<file path="config.mk">
export PLATFORM = sky130hd
export DESIGN_NAME = ejm_process_data
export DESIGN_NICKNAME = d
export VERILOG_FILES = /design/src/ejm_pkg.sv /design/src/ejm_cycle_latch.sv /design/src/ejm_pair_select.sv /design/src/ejm_process_data.sv
export SDC_FILE = /design/constraint.sdc
export NUM_CORES = 1
export LEC_CHECK = 0
export BUFFER_PORTS_ARGS = -buffer_cell sky130_fd_sc_hd__buf_4
export CAP_MARGIN = 20
export CORE_MARGIN = 2
export CORE_UTILIZATION = 25
export CTS_CLUSTER_DIAMETER = 120
export DETAILED_ROUTE_END_ITERATION = 8
export GPL_TIMING_DRIVEN = 1
export PLACE_DENSITY = 0.57
export SKIP_CTS_REPAIR_TIMING = 1
export SYNTH_ARGS = -nofsm -noshare
export SYNTH_HDL_FRONTEND = slang
export SYNTH_SLANG_ARGS = --single-unit
</file>
<file path="constraint.sdc">
create_clock -name ref_clk -period 2.5 [get_ports ref_clk]
set_clock_uncertainty 0.15 [all_clocks]
set_input_delay 0.125 -clock ref_clk [delete_from_list [all_inputs] [get_ports ref_clk]]
set_output_delay 0.125 -clock ref_clk [all_outputs]
set_load 0.02 [all_outputs]
</file>
<file path="src/ejm_pkg.sv">
// Package: constants and carrier types for the ejector process data block
package ejm_pkg;
    // ****************************************
    // Image offsets
    // ****************************************
    localparam int OFF_IN_STATUS  = 0;
    localparam int OFF_IN_VALUE   = 1;
    localparam int OFF_IN_WORD_HI = 2;
    localparam int OFF_IN_WORD_LO = 3;
    localparam int OFF_OUT_CTRL   = 0;
    localparam int OFF_OUT_PRESS  = 1;
    // ****************************************
    // Input byte 0 fields
    // ****************************************
    localparam int IN_PART     = 0;
    localparam int IN_AIRSAVE  = 1;
    localparam int IN_LEARN    = 3;
    localparam int IN_SEL_ACK  = 4;
    localparam int IN_GREEN    = 5;
    localparam int IN_YELLOW   = 6;
    localparam int IN_RED      = 7;
    // ****************************************
    // Output byte 0 fields
    // ****************************************
    localparam int OUT_SUCTION = 0;
    localparam int OUT_BLOW    = 1;
    localparam int OUT_SETTING = 2;
    localparam int OUT_LEARN   = 3;
    localparam int OUT_SEL_LO  = 4;
    localparam int OUT_SEL_HI  = 5;
    localparam int OUT_PROF_LO = 6;
    localparam int OUT_PROF_HI = 7;
    // ****************************************
    // Monitoring flag bits
    // ****************************************
    localparam int CM_VALVE    = 0;
    localparam int CM_EVAC     = 1;
    localparam int CM_LEAK     = 2;
    localparam int CM_H1_MISS  = 3;
    localparam int CM_DYN      = 4;
    localparam int CM_SUPPLY   = 5;
    localparam int CM_SYSP     = 7;
    localparam int CM_CYCLE_N  = 4;
    // ****************************************
    // Values and timing
    // ****************************************
    localparam logic [7:0]  CMD_STORE    = 8'h05;
    localparam logic [7:0]  PRESS_UNUSED = 8'h00;
    localparam logic [7:0]  BYTE_ZERO    = 8'h00;
    localparam logic [15:0] WORD_ZERO    = 16'h0000;
    localparam int CLK_PERIOD_NS = 10;
    localparam int SEL_DELAY_NS  = 1000;
    localparam int SEL_DELAY_CYC = (SEL_DELAY_NS + CLK_PERIOD_NS - 1) / CLK_PERIOD_NS;
    localparam int MEAS_N        = 4;
    localparam int MEAS_T0       = 0;
    localparam int MEAS_T1       = 1;
    localparam int MEAS_LEAK     = 2;
    localparam int MEAS_AIR      = 3;

    typedef struct packed {
        logic [7:0] press;
        logic [7:0] ctrl;
    } ejm_pd_out_t;

    typedef struct packed {
        logic [7:0] word_lo;
        logic [7:0] word_hi;
        logic [7:0] value;
        logic [7:0] status;
    } ejm_pd_in_t;

    typedef struct packed {
        logic [15:0] v16;
        logic [7:0]  v8;
    } ejm_pair_t;

    typedef struct packed {
        logic h1_miss;
        logic leak;
        logic evac;
        logic valve;
    } ejm_cm_event_t;
endpackage : ejm_pkg

</file>
<file path="src/ejm_cycle_latch.sv">
// Measurement holder cleared at suction cycle start and loaded when measured
`timescale 1ns/1ps
module ejm_cycle_latch #(
    parameter int W = 16
) (
    // Clock and reset
    input  wire logic         ref_clk,
    input  wire logic         reset_n,
    // Control
    input  wire logic         clear,
    input  wire logic         load,
    input  wire logic [W-1:0] din,
    // Held value
    output logic      [W-1:0] q
);
    typedef struct packed {
        logic [W-1:0] val;
    } ejm_latch_state_t;

    ejm_latch_state_t st_reg;
    ejm_latch_state_t st_next;

    // Clear wins: a measurement cannot belong to a cycle that just began
    always_comb begin
        st_next = st_reg;
        if (clear) begin
            st_next.val = '0;
        end else if (load) begin
            st_next.val = din;
        end
    end

    always_ff @(posedge ref_clk or negedge reset_n) begin
        if (!reset_n) begin
            st_reg <= '0;
        end else begin
            st_reg <= st_next;
        end
    end

    assign q = st_reg.val;
endmodule : ejm_cycle_latch

</file>
<file path="src/ejm_pair_select.sv">
// Value pair multiplexer with delayed switch-over and acknowledge
`timescale 1ns/1ps
module ejm_pair_select #(
    parameter int DELAY = ejm_pkg::SEL_DELAY_CYC
) (
    // Clock and reset
    input  wire logic              ref_clk,
    input  wire logic              reset_n,
    // Selection and sources
    input  wire logic [1:0]        value_pair_select,
    input  wire ejm_pkg::ejm_pair_t pairs [4],
    // Result
    output ejm_pkg::ejm_pair_t     pair_out,
    output logic                   value_pair_select_ack
);
    typedef struct packed {
        logic [1:0]          active;
        logic [15:0]         cnt;
        ejm_pkg::ejm_pair_t  data;
        logic                ack;
    } ejm_sel_state_t;

    ejm_sel_state_t st_reg;
    ejm_sel_state_t st_next;

    // The delay mimics the switch time a controller sees on a real line
    always_comb begin
        st_next = st_reg;
        if (value_pair_select != st_reg.active) begin
            if (st_reg.cnt >= 16'(DELAY - 1)) begin
                st_next.active = value_pair_select;
                st_next.cnt    = '0;
            end else begin
                st_next.cnt = st_reg.cnt + 16'h0001;
            end
        end else begin
            st_next.cnt = '0;
        end
        st_next.data = pairs[st_next.active];
        st_next.ack  = (st_next.active != 2'h0);
    end

    always_ff @(posedge ref_clk or negedge reset_n) begin
        if (!reset_n) begin
            st_reg <= '0;
        end else begin
            st_reg <= st_next;
        end
    end

    assign pair_out              = st_reg.data;
    assign value_pair_select_ack = st_reg.ack;
endmodule : ejm_pair_select

</file>
<file path="src/ejm_process_data.sv">
// Ejector process data image with condition and energy monitoring
// Summary of operation
// - Status bit 0 shows part held, bit 1 shows air-saving threshold reached.
// - Status bits 5, 6, 7 show green, yellow and red traffic light.
// - Newer revision: value byte 1, value word high in byte 2, low in 3.
// - Suction sets part bit above threshold; cleared below threshold minus hysteresis.
// - Any monitoring warning turns the light from green to yellow at once.
// - Monitoring word: valve, evacuation, leakage, air-saving, dynamic, supply, system pressure.
// - Bits 0-3 cleared at cycle start, set once, held until suction ends.
// - Bit 4 cleared at power-up, changed only on a new dynamic pressure value.
// - Bits 5 and 7 follow supply voltage and system pressure continuously.
// - Evacuation times and leakage reset at cycle start, loaded when measured.
// - Absolute air use reset at cycle start, updated until blow-off ends.
// - Percentage air and energy taken only at next cycle start.
// - Menu changes mirror automatically; system command 5 also triggers mirroring.
// - Revision 1.1 exchanges four input and two output bytes; 1.0 one each.
// - Select acknowledge is 0 for pair 00 and 1 otherwise, after a delay.
`timescale 1ns/1ps
module ejm_process_data #(
    parameter int         SEL_DELAY    = ejm_pkg::SEL_DELAY_CYC,
    parameter logic [7:0] SYS_PRESS_LO = 8'h28,
    parameter logic [7:0] SYS_PRESS_HI = 8'h50
) (
    // Clock and reset
    input  wire logic                   ref_clk,
    input  wire logic                   reset_n,
    // Process data image
    input  wire logic                   pd_out_valid,
    input  wire ejm_pkg::ejm_pd_out_t   process_output_image,
    input  wire logic                   rev_1_1,
    output ejm_pkg::ejm_pd_in_t         process_input_image,
    // Sensing and thresholds
    input  wire logic [15:0]            vacuum_level,
    input  wire logic [7:0]             input_pressure,
    input  wire logic [7:0]             supply_voltage,
    input  wire logic [15:0]            part_present_threshold,
    input  wire logic [15:0]            part_present_hysteresis,
    input  wire logic [15:0]            air_saving_threshold,
    // Monitoring events and measurements
    input  wire ejm_pkg::ejm_cm_event_t cm_events,
    input  wire logic                   supply_out_of_range,
    input  wire logic                   error_active,
    input  wire logic                   dyn_press_valid,
    input  wire logic [15:0]            dyn_press_value,
    input  wire logic [3:0]             meas_valid,
    input  wire logic [15:0]            meas_value [4],
    input  wire logic [7:0]             leak_rate,
    input  wire logic [7:0]             air_pct_running,
    input  wire logic [15:0]            energy_running,
    input  wire logic                   auto_threshold_learn_ack,
    // Parameter mirroring
    input  wire logic                   menu_param_change,
    input  wire logic                   sys_cmd_valid,
    input  wire logic [7:0]             sys_cmd_value,
    output logic                        store_params_to_master,
    // Actuator and monitoring outputs
    output logic                        suction_on,
    output logic                        blowoff_on,
    output logic                        setting_mode,
    output logic                        auto_threshold_learn,
    output logic [1:0]                  production_profile_index,
    output logic [7:0]                  ext_system_pressure,
    output logic [7:0]                  monitoring_warning_flags,
    output logic [15:0]                 meas_out [4],
    output logic [7:0]                  air_pct_last,
    output logic [15:0]                 energy_last
);
    // ****************************************
    // State
    // ****************************************
    typedef struct packed {
        logic [7:0]  ctrl;
        logic [7:0]  press;
        logic        part;
        logic        airsave;
        logic [2:0]  light;
        logic [7:0]  cm;
        logic        in_cycle;
        logic        air_open;
        logic [7:0]  air_pct;
        logic [15:0] energy;
        logic [15:0] dyn_last;
        logic        store;
    } ejm_state_t;

    ejm_state_t st_reg;
    ejm_state_t st_next;

    logic               cycle_start;
    logic               cycle_end;
    logic [15:0]        part_low;
    logic [15:0]        save_low;
    logic [1:0]         sel_eff;
    logic [3:0]         meas_clear;
    logic [3:0]         meas_load;
    ejm_pkg::ejm_pair_t pairs [4];
    ejm_pkg::ejm_pair_t pair_out;
    logic               sel_ack;

    // Effective control byte: revision 1.0 carries no learn or select bits
    logic [7:0] ctrl_eff;
    assign ctrl_eff = rev_1_1 ? st_reg.ctrl
                    : (st_reg.ctrl & 8'hc7);

    assign cycle_start = ctrl_eff[ejm_pkg::OUT_SUCTION] && !st_reg.in_cycle;
    assign cycle_end   = !ctrl_eff[ejm_pkg::OUT_SUCTION] && st_reg.in_cycle;
    assign sel_eff     = ctrl_eff[ejm_pkg::OUT_SEL_HI:ejm_pkg::OUT_SEL_LO];

    // Floor at zero so a large hysteresis cannot wrap the release level
    assign part_low = (part_present_hysteresis > part_present_threshold) ? ejm_pkg::WORD_ZERO
                    : part_present_threshold - part_present_hysteresis;
    assign save_low = (part_present_hysteresis > air_saving_threshold) ? ejm_pkg::WORD_ZERO
                    : air_saving_threshold - part_present_hysteresis;

    // ****************************************
    // Next state
    // ****************************************
    always_comb begin
        st_next       = st_reg;
        st_next.store = 1'b0;
        if (pd_out_valid) begin
            st_next.ctrl  = process_output_image.ctrl;
            st_next.press = rev_1_1 ? process_output_image.press
                          : ejm_pkg::PRESS_UNUSED;
        end
        if (vacuum_level > part_present_threshold) begin
            st_next.part = 1'b1;
        end else if (vacuum_level < part_low) begin
            st_next.part = 1'b0;
        end
        if (vacuum_level > air_saving_threshold) begin
            st_next.airsave = 1'b1;
        end else if (vacuum_level < save_low) begin
            st_next.airsave = 1'b0;
        end
        st_next.in_cycle = ctrl_eff[ejm_pkg::OUT_SUCTION];
        if (cycle_start) begin
            // Set wins over the start clear: an event at the start edge belongs to the new cycle
            st_next.cm[ejm_pkg::CM_CYCLE_N-1:0] = cm_events;
            st_next.air_open = 1'b1;
            st_next.air_pct  = air_pct_running;
            st_next.energy   = energy_running;
        end else if (st_reg.in_cycle && ctrl_eff[ejm_pkg::OUT_SUCTION]) begin
            // Sticky within the cycle, frozen once suction drops
            st_next.cm[ejm_pkg::CM_CYCLE_N-1:0] = st_reg.cm[ejm_pkg::CM_CYCLE_N-1:0] | cm_events;
        end
        if (!ctrl_eff[ejm_pkg::OUT_SUCTION] && !ctrl_eff[ejm_pkg::OUT_BLOW] && !st_reg.in_cycle) begin
            st_next.air_open = 1'b0;
        end
        if (dyn_press_valid) begin
            st_next.dyn_last = dyn_press_value;
            st_next.cm[ejm_pkg::CM_DYN] = (dyn_press_value > part_low)
                                       && (dyn_press_value < air_saving_threshold);
        end
        st_next.cm[ejm_pkg::CM_SUPPLY] = supply_out_of_range;
        st_next.cm[ejm_pkg::CM_SYSP]   = (st_next.press != ejm_pkg::PRESS_UNUSED)
                                      && ((st_next.press < SYS_PRESS_LO) || (st_next.press > SYS_PRESS_HI));
        if (error_active) begin
            st_next.light = 3'h4;
        end else if (st_next.cm != ejm_pkg::BYTE_ZERO) begin
            st_next.light = 3'h2;
        end else begin
            st_next.light = 3'h1;
        end
        if (menu_param_change || (sys_cmd_valid && sys_cmd_value == ejm_pkg::CMD_STORE)) begin
            st_next.store = 1'b1;
        end
    end

    always_ff @(posedge ref_clk or negedge reset_n) begin
        if (!reset_n) begin
            st_reg       <= '0;
            st_reg.light <= 3'h1;
        end else begin
            st_reg <= st_next;
        end
    end

    // ****************************************
    // Cycle measurements
    // ****************************************
    genvar gi;
    generate
        for (gi = 0; gi < ejm_pkg::MEAS_N; gi++) begin : g_meas
            assign meas_clear[gi] = cycle_start;
            if (gi == ejm_pkg::MEAS_AIR) begin : g_air
                assign meas_load[gi] = meas_valid[gi] && st_reg.air_open;
            end else begin : g_cm
                assign meas_load[gi] = meas_valid[gi] && st_reg.in_cycle;
            end
            ejm_cycle_latch #(
                .W (16)
            ) u_latch (
                .ref_clk (ref_clk),
                .reset_n (reset_n),
                .clear   (meas_clear[gi]),
                .load    (meas_load[gi]),
                .din     (meas_value[gi]),
                .q       (meas_out[gi])
            );
        end
    endgenerate

    // ****************************************
    // Value pair selection
    // ****************************************
    always_comb begin
        pairs[0] = '{v16: vacuum_level, v8: input_pressure};
        pairs[1] = '{v16: meas_out[ejm_pkg::MEAS_T1], v8: st_reg.cm};
        pairs[2] = '{v16: st_reg.dyn_last, v8: leak_rate};
        pairs[3] = '{v16: meas_out[ejm_pkg::MEAS_AIR], v8: supply_voltage};
    end

    ejm_pair_select #(
        .DELAY (SEL_DELAY)
    ) u_sel (
        .ref_clk               (ref_clk),
        .reset_n               (reset_n),
        .value_pair_select     (sel_eff),
        .pairs                 (pairs),
        .pair_out              (pair_out),
        .value_pair_select_ack (sel_ack)
    );

    // ****************************************
    // Outputs
    // ****************************************
    logic learn_ack_reg;
    always_ff @(posedge ref_clk or negedge reset_n) begin
        if (!reset_n) begin
            learn_ack_reg <= 1'b0;
        end else begin
            learn_ack_reg <= auto_threshold_learn_ack && rev_1_1;
        end
    end

    always_comb begin
        process_input_image                              = '0;
        process_input_image.status[ejm_pkg::IN_PART]     = st_reg.part;
        process_input_image.status[ejm_pkg::IN_AIRSAVE]  = st_reg.airsave;
        process_input_image.status[ejm_pkg::IN_LEARN]    = learn_ack_reg;
        process_input_image.status[ejm_pkg::IN_SEL_ACK]  = sel_ack && rev_1_1;
        process_input_image.status[ejm_pkg::IN_RED:ejm_pkg::IN_GREEN] = st_reg.light;
        if (rev_1_1) begin
            process_input_image.value   = pair_out.v8;
            process_input_image.word_hi = pair_out.v16[15:8];
            process_input_image.word_lo = pair_out.v16[7:0];
        end
    end

    assign suction_on               = ctrl_eff[ejm_pkg::OUT_SUCTION];
    assign blowoff_on               = ctrl_eff[ejm_pkg::OUT_BLOW];
    assign setting_mode             = ctrl_eff[ejm_pkg::OUT_SETTING];
    assign auto_threshold_learn     = ctrl_eff[ejm_pkg::OUT_LEARN];
    assign production_profile_index = ctrl_eff[ejm_pkg::OUT_PROF_HI:ejm_pkg::OUT_PROF_LO];
    assign ext_system_pressure      = st_reg.press;
    assign monitoring_warning_flags = st_reg.cm;
    assign air_pct_last             = st_reg.air_pct;
    assign energy_last              = st_reg.energy;
    assign store_params_to_master   = st_reg.store;
endmodule : ejm_process_data

</file>
* Word level (Yosys, flattened, before mapping)
Index checks and enable logic that the tools add are counted.
** Operators by class
- Add/subtract/negate cells :: 3
- $mul :: 0
- Divide/modulo/power cells :: 0
- Order comparisons :: 12
- Equality and inequality tests :: 2
- Shift operators :: 0
- Muxes and demuxes :: 33
- Bitwise logic cells :: 2
- Reductions and logical operators :: 28
** Operators with widths (count)
- 2-to-1 mux 16 bit :: 12
- greater-than comparator 16 bit :: 5
- 2-to-1 mux 24 bit :: 3
- binary-select mux 24 bit (select 2 bit) :: 1
- less-than comparator 16 bit :: 3
- subtractor 16 bit :: 2
- 2-to-1 mux 25 bit :: 1
- adder 16 x 1 -> 16 bit, second input constant :: 1
- >= comparator 16 x 7 -> 1 bit, second input constant :: 1
- 2-to-1 mux 8 bit :: 2
- nonzero test 2 bit :: 8
- nonzero test 8 bit :: 2
- logical AND 1 bit :: 13
- == test 8 x 3 -> 1 bit, second input constant :: 1
- greater-than comparator 8 x 7 -> 1 bit, second input constant :: 1
- less-than comparator 8 x 6 -> 1 bit, second input constant :: 1
- 2-to-1 mux 4 bit :: 2
- 2-to-1 mux 1 bit :: 7
- 2-to-1 mux 2 bit :: 3
- 2-to-1 mux 6 bit :: 1
- OR 4 bit :: 1
- >= comparator 3 bit, second input constant :: 1
- logical NOT 1 bit :: 3
- 2-to-1 mux 3 bit :: 1
- 3 further kinds :: 4
** Storage, ports and cells
- Flip-flop bits (word level) :: 179
- Latch bits :: 0
- Memory bits (writable) :: 0
- Bits in read-only memories :: 0
- Output and inout bits :: 143
- Word-level logic and storage cells :: 102
- Memories kept :: 0

* Logic depth before layout (Yosys ltp)
- Depth after elaboration :: 8
- Mapped depth :: 18
- Gate-level depth less buffers :: 17

* By module
A second synthesis with hierarchy kept.
** Second synthesis, totals
- Cells, all modules :: 1291
- Area, all modules :: 12263.0 µm²
** Modules (own cells, without submodules)
- ejm_process_data :: instances 1, cells each 828, area each 6996.7 µm², seq. area each 1803.0 µm²
- ejm_cycle_latch :: instances 4, cells each 52, area each 660.6 µm², seq. area each 400.4 µm²
- ejm_pair_select :: instances 1, cells each 255, area each 2623.8 µm², seq. area each 1076.0 µm²

* Least setup slack after synthesis
No wires, ideal clock.
- Path type :: input to register
- From :: in part_present_threshold[0]
- To :: reg st_reg (netlist bit process_input_image[6])
- Arrival :: 3.436 ns
- Slack :: -1.205 ns
- Stages :: 16
- Buffers on the path :: 1
- Cell sequence :: inv_1 > ha_1 > fa_1 > nand2b_1 > a21oi_1 > o211a_1 > o2111ai_1 > nand2_1 > clkbuf_1 > nand2_1 > ha_1 > a2111o_1 > o311a_1 > o32ai_1 > a31oi_1 > o21ba_1
** RTL lines
- from (decl) :: RTL line ejm_process_data.sv:36 : input wire logic [15:0] part_present_threshold,
- to (signal assigned) :: RTL line ejm_process_data.sv:175 : st_reg <= st_next;
- to (decl) :: RTL line ejm_process_data.sv:86 : ejm_state_t st_reg;

==> flow_metrics.tcl <==
set metrics [dict create \
    nets 2208 \
    reg2reg_depth 9 \
    fin_worst_hold_slack_ps -34.1 \
    synth_top_area_share 0.380 \
    via_per_inst 4.62 \
    start_util 0.252 \
    grt_pass1_wl_mm 63.2 \
    port_buffers 374 \
    power_density_mw_per_mm2 535 \
    num_antenna_cells 0 \
    worst_ep_required_time_ps 2690 \
    row_count 79 \
    cp-startpoint "part_present_hysteresis[0]" \
    clkPwrFrac 0.247 \
    final_cell_mix "buf_4, dlygate4sd3_1, dfrtp_1" \
    violations "negative hold slack, negative setup slack" \
    worst_setup_path_start_kind "input port" \
    num_vias 11400 \
    worstPathArrival_ps 3310 \
    syn_area_mm2 0.0117 \
    grt_overflow 0 \
    cts.clk_slew.worst_paths_ps 70 \
    yosysSeqAreaShare 0.382 \
    antenna_found_initial 0 \
    drc 0 \
    dieArea_mm2 0.0486 \
    fmax_mhz 321 \
    reg2reg_setup_slack_ps -100 \
    leakage_nw 9.69 \
    period_needed_ps 3120 \
    grt_setup_unrepaired "yes" \
    wl_per_cell_um 18.9 \
    dp.cells 2213 \
    cp-endpoint "process_input_image[6]" \
    die_w_um 221 \
    reg2reg_from "u_sel.st_reg[26]" \
    hold_viol_final 1 \
    ios 377 \
    cts_made_buffers 17 \
    switching_share 0.353 \
    syn_area_per_cell_um2 9.87 \
    setup_violations 29 \
    first_pass_iters 5 \
    dpl.hpwl_mm 35.5 \
    cts_buffer_depth 2 \
    tritoncts "yes" \
    cts_root_buffer "clkbuf_16" \
    design_area_mm2 0.0193 \
    finalCritPeriodShare 1.25 \
    worstMarginPinSlew_ps 932 \
    fin_util 0.415 \
    insertion_delay_ps 440 \
    syn_to_final_growth_pct 64.3 \
    numClockSinks 179 \
    synth_edf_count 0 \
    yosysWarnings 0 \
    drv_cap 0 \
    gp_congestion 0.905 \
    grt_max_degree 63 \
    stdcell_count 2466 \
    hp-class "input port to flip-flop" \
    cp.depth 15 \
    status "complete, but fails checks" \
    synth_area_leaders "dfrtp_1, ha_1, mux2i_1, buf_4, a22o_1" \
    critical_path_class "input port to flip-flop" \
    r2r_end "u_sel.pair_out[16]" \
    layout_commonest_cell "buf_4" \
    drive_gt1_frac 0.382 \
    syn_inst 1188 \
    slowest_stage "o311a_1" \
    path_max_fanout 5 \
    largest_register_ffs 64 \
    layout_setup_ws_ps -619 \
    wl_mm 46.7 \
    yosysUniqueCellTypes 69 \
    drt_first_iter_violations 687 \
    synth_area_leader_cell "dfrtp_1" \
    vdd_drop_max_mv 0.377 \
    pwr-share-seq 0.349 \
    slew_headroom 0.379 \
    combPwrFrac 0.403 \
    end_kind "flip-flop" \
    switchingPower_mw 3.64 \
    die_h_um 221 \
    dominantRegCellSynth "dfrtp_1" \
    ys_ff_latch 179 \
    crit_family "compound AO/OA/AOI/OAI gates" \
    critical_path_buf_inv_count 1 \
    placed_area_mm2 0.0160 \
    final_max_slew_viol_count 0 \
    slowest_delay_ps 430 \
    p_int_mw 6.67 \
    core_area_mm2 0.0465 \
    crit_chain "buf_8, ha_4, fa_2, nand2b_4, a21oi_4, o211a_1, o2111ai_2, nand2_4, nand2_4, ha_4, a2111o_1, o311a_1, o32ai_4, a31oi_4, o21ba_1" \
    grt_pass1_vias 10600 \
    async_flop_share 1.00 \
    final_antenna_net_count 0 \
    htreeDepth 4 \
    track_usage 0.175 \
]
==> cells by family after synthesis <==
| family | count (synthesis) | share of synthesized area |
|---|---|---|
| simple gates | 310 | 0.128 |
| compound gates | 260 | 0.159 |
| buf+inv | 188 | 0.0882 |
| flops | 179 | 0.382 |
| fa+ha+maj | 128 | 0.138 |
| mux | 98 | 0.0864 |
| xor+xnor | 24 | 0.0179 |
| other cells | 1 | 0.000320 |
==> worst min-delay path, stage by stage <==
cell	delay (ps)
buf_4	160
mux2i_2	90
mux2i_1	130
==> power groups by stage <==
stage	Combinational, mW	Sequential [mW]	Clock (mW)
after global placement	3.58	3.64	0
after CTS	3.64	3.60	2.64
after detailed placement	3.62	3.65	0
final	4.16	3.60	2.55
after floorplan	2.08	3.62	0
after global routing	4.48	3.66	2.74
==> worst min-delay path by stage <==
| stage | depth (start not counted) | endpoint | startpoint | slack, ps |
|---|---|---|---|---|
| 3_3_place_gp | 1 | energy_last[7] | reset_n | 8 |
| 6_report | 3 | u_sel.pair_out[13] | vacuum_level[5] | -30 |
| 5_1_grt | 3 | u_sel.pair_out[13] | vacuum_level[5] | 4 |
| 4_1_cts | 1 | energy_last[6] | reset_n | -490 |
| 3_5_place_dp | 1 | energy_last[7] | reset_n | 9 |
| 2_1_floorplan | 0 | air_pct_last[0] | reset_n | -320 |
==> stage by stage <==
step | TNS, ps | total power, mW | worst slack [ps]
floorplan | -2600 | 5.70 | -660
global placement | -6510 | 7.22 | -1020
detailed placement | -8210 | 7.27 | -1140
CTS | -6330 | 9.87 | -667
global route | -6400 | 10.9 | -686
finish | -3850 | 10.3 | -619
==> cell type report <==
type,instances,area [um^2]
clock buffers,19,433
clock inverters,13,100
fillers,4477,27200
inverters,66,270
multi-input cells,831,6800
flip-flops and latches,179,4480
well taps,607,759
repair buffers,751,6420
==> synthesized netlist by cell type (all sizes together) (34+ instances only) <==
library cell and count:
and2 35, a22o 72, a21oi 57, buf 86, nor2 41, ha 126
clkbuf 35, dfrtp 178, nand2 126, mux2i 72, inv 66, o21ai 34
==> routing by layer <==
metal / routed length [um] / share of wire / vias to the layer above / global-route usage
li1: - / - / 5496 / -
met1: 21000 / 0.45 / 5515 / 0.234
met2: 22500 / 0.48 / 307 / 0.284
met3: 1710 / 0.037 / 75 / 0.0263
met4: 1490 / 0.032 / 0 / 0.0656
met5: 0 / 0 / - / 0
Note: power is estimated with default switching activity, not from simulation.
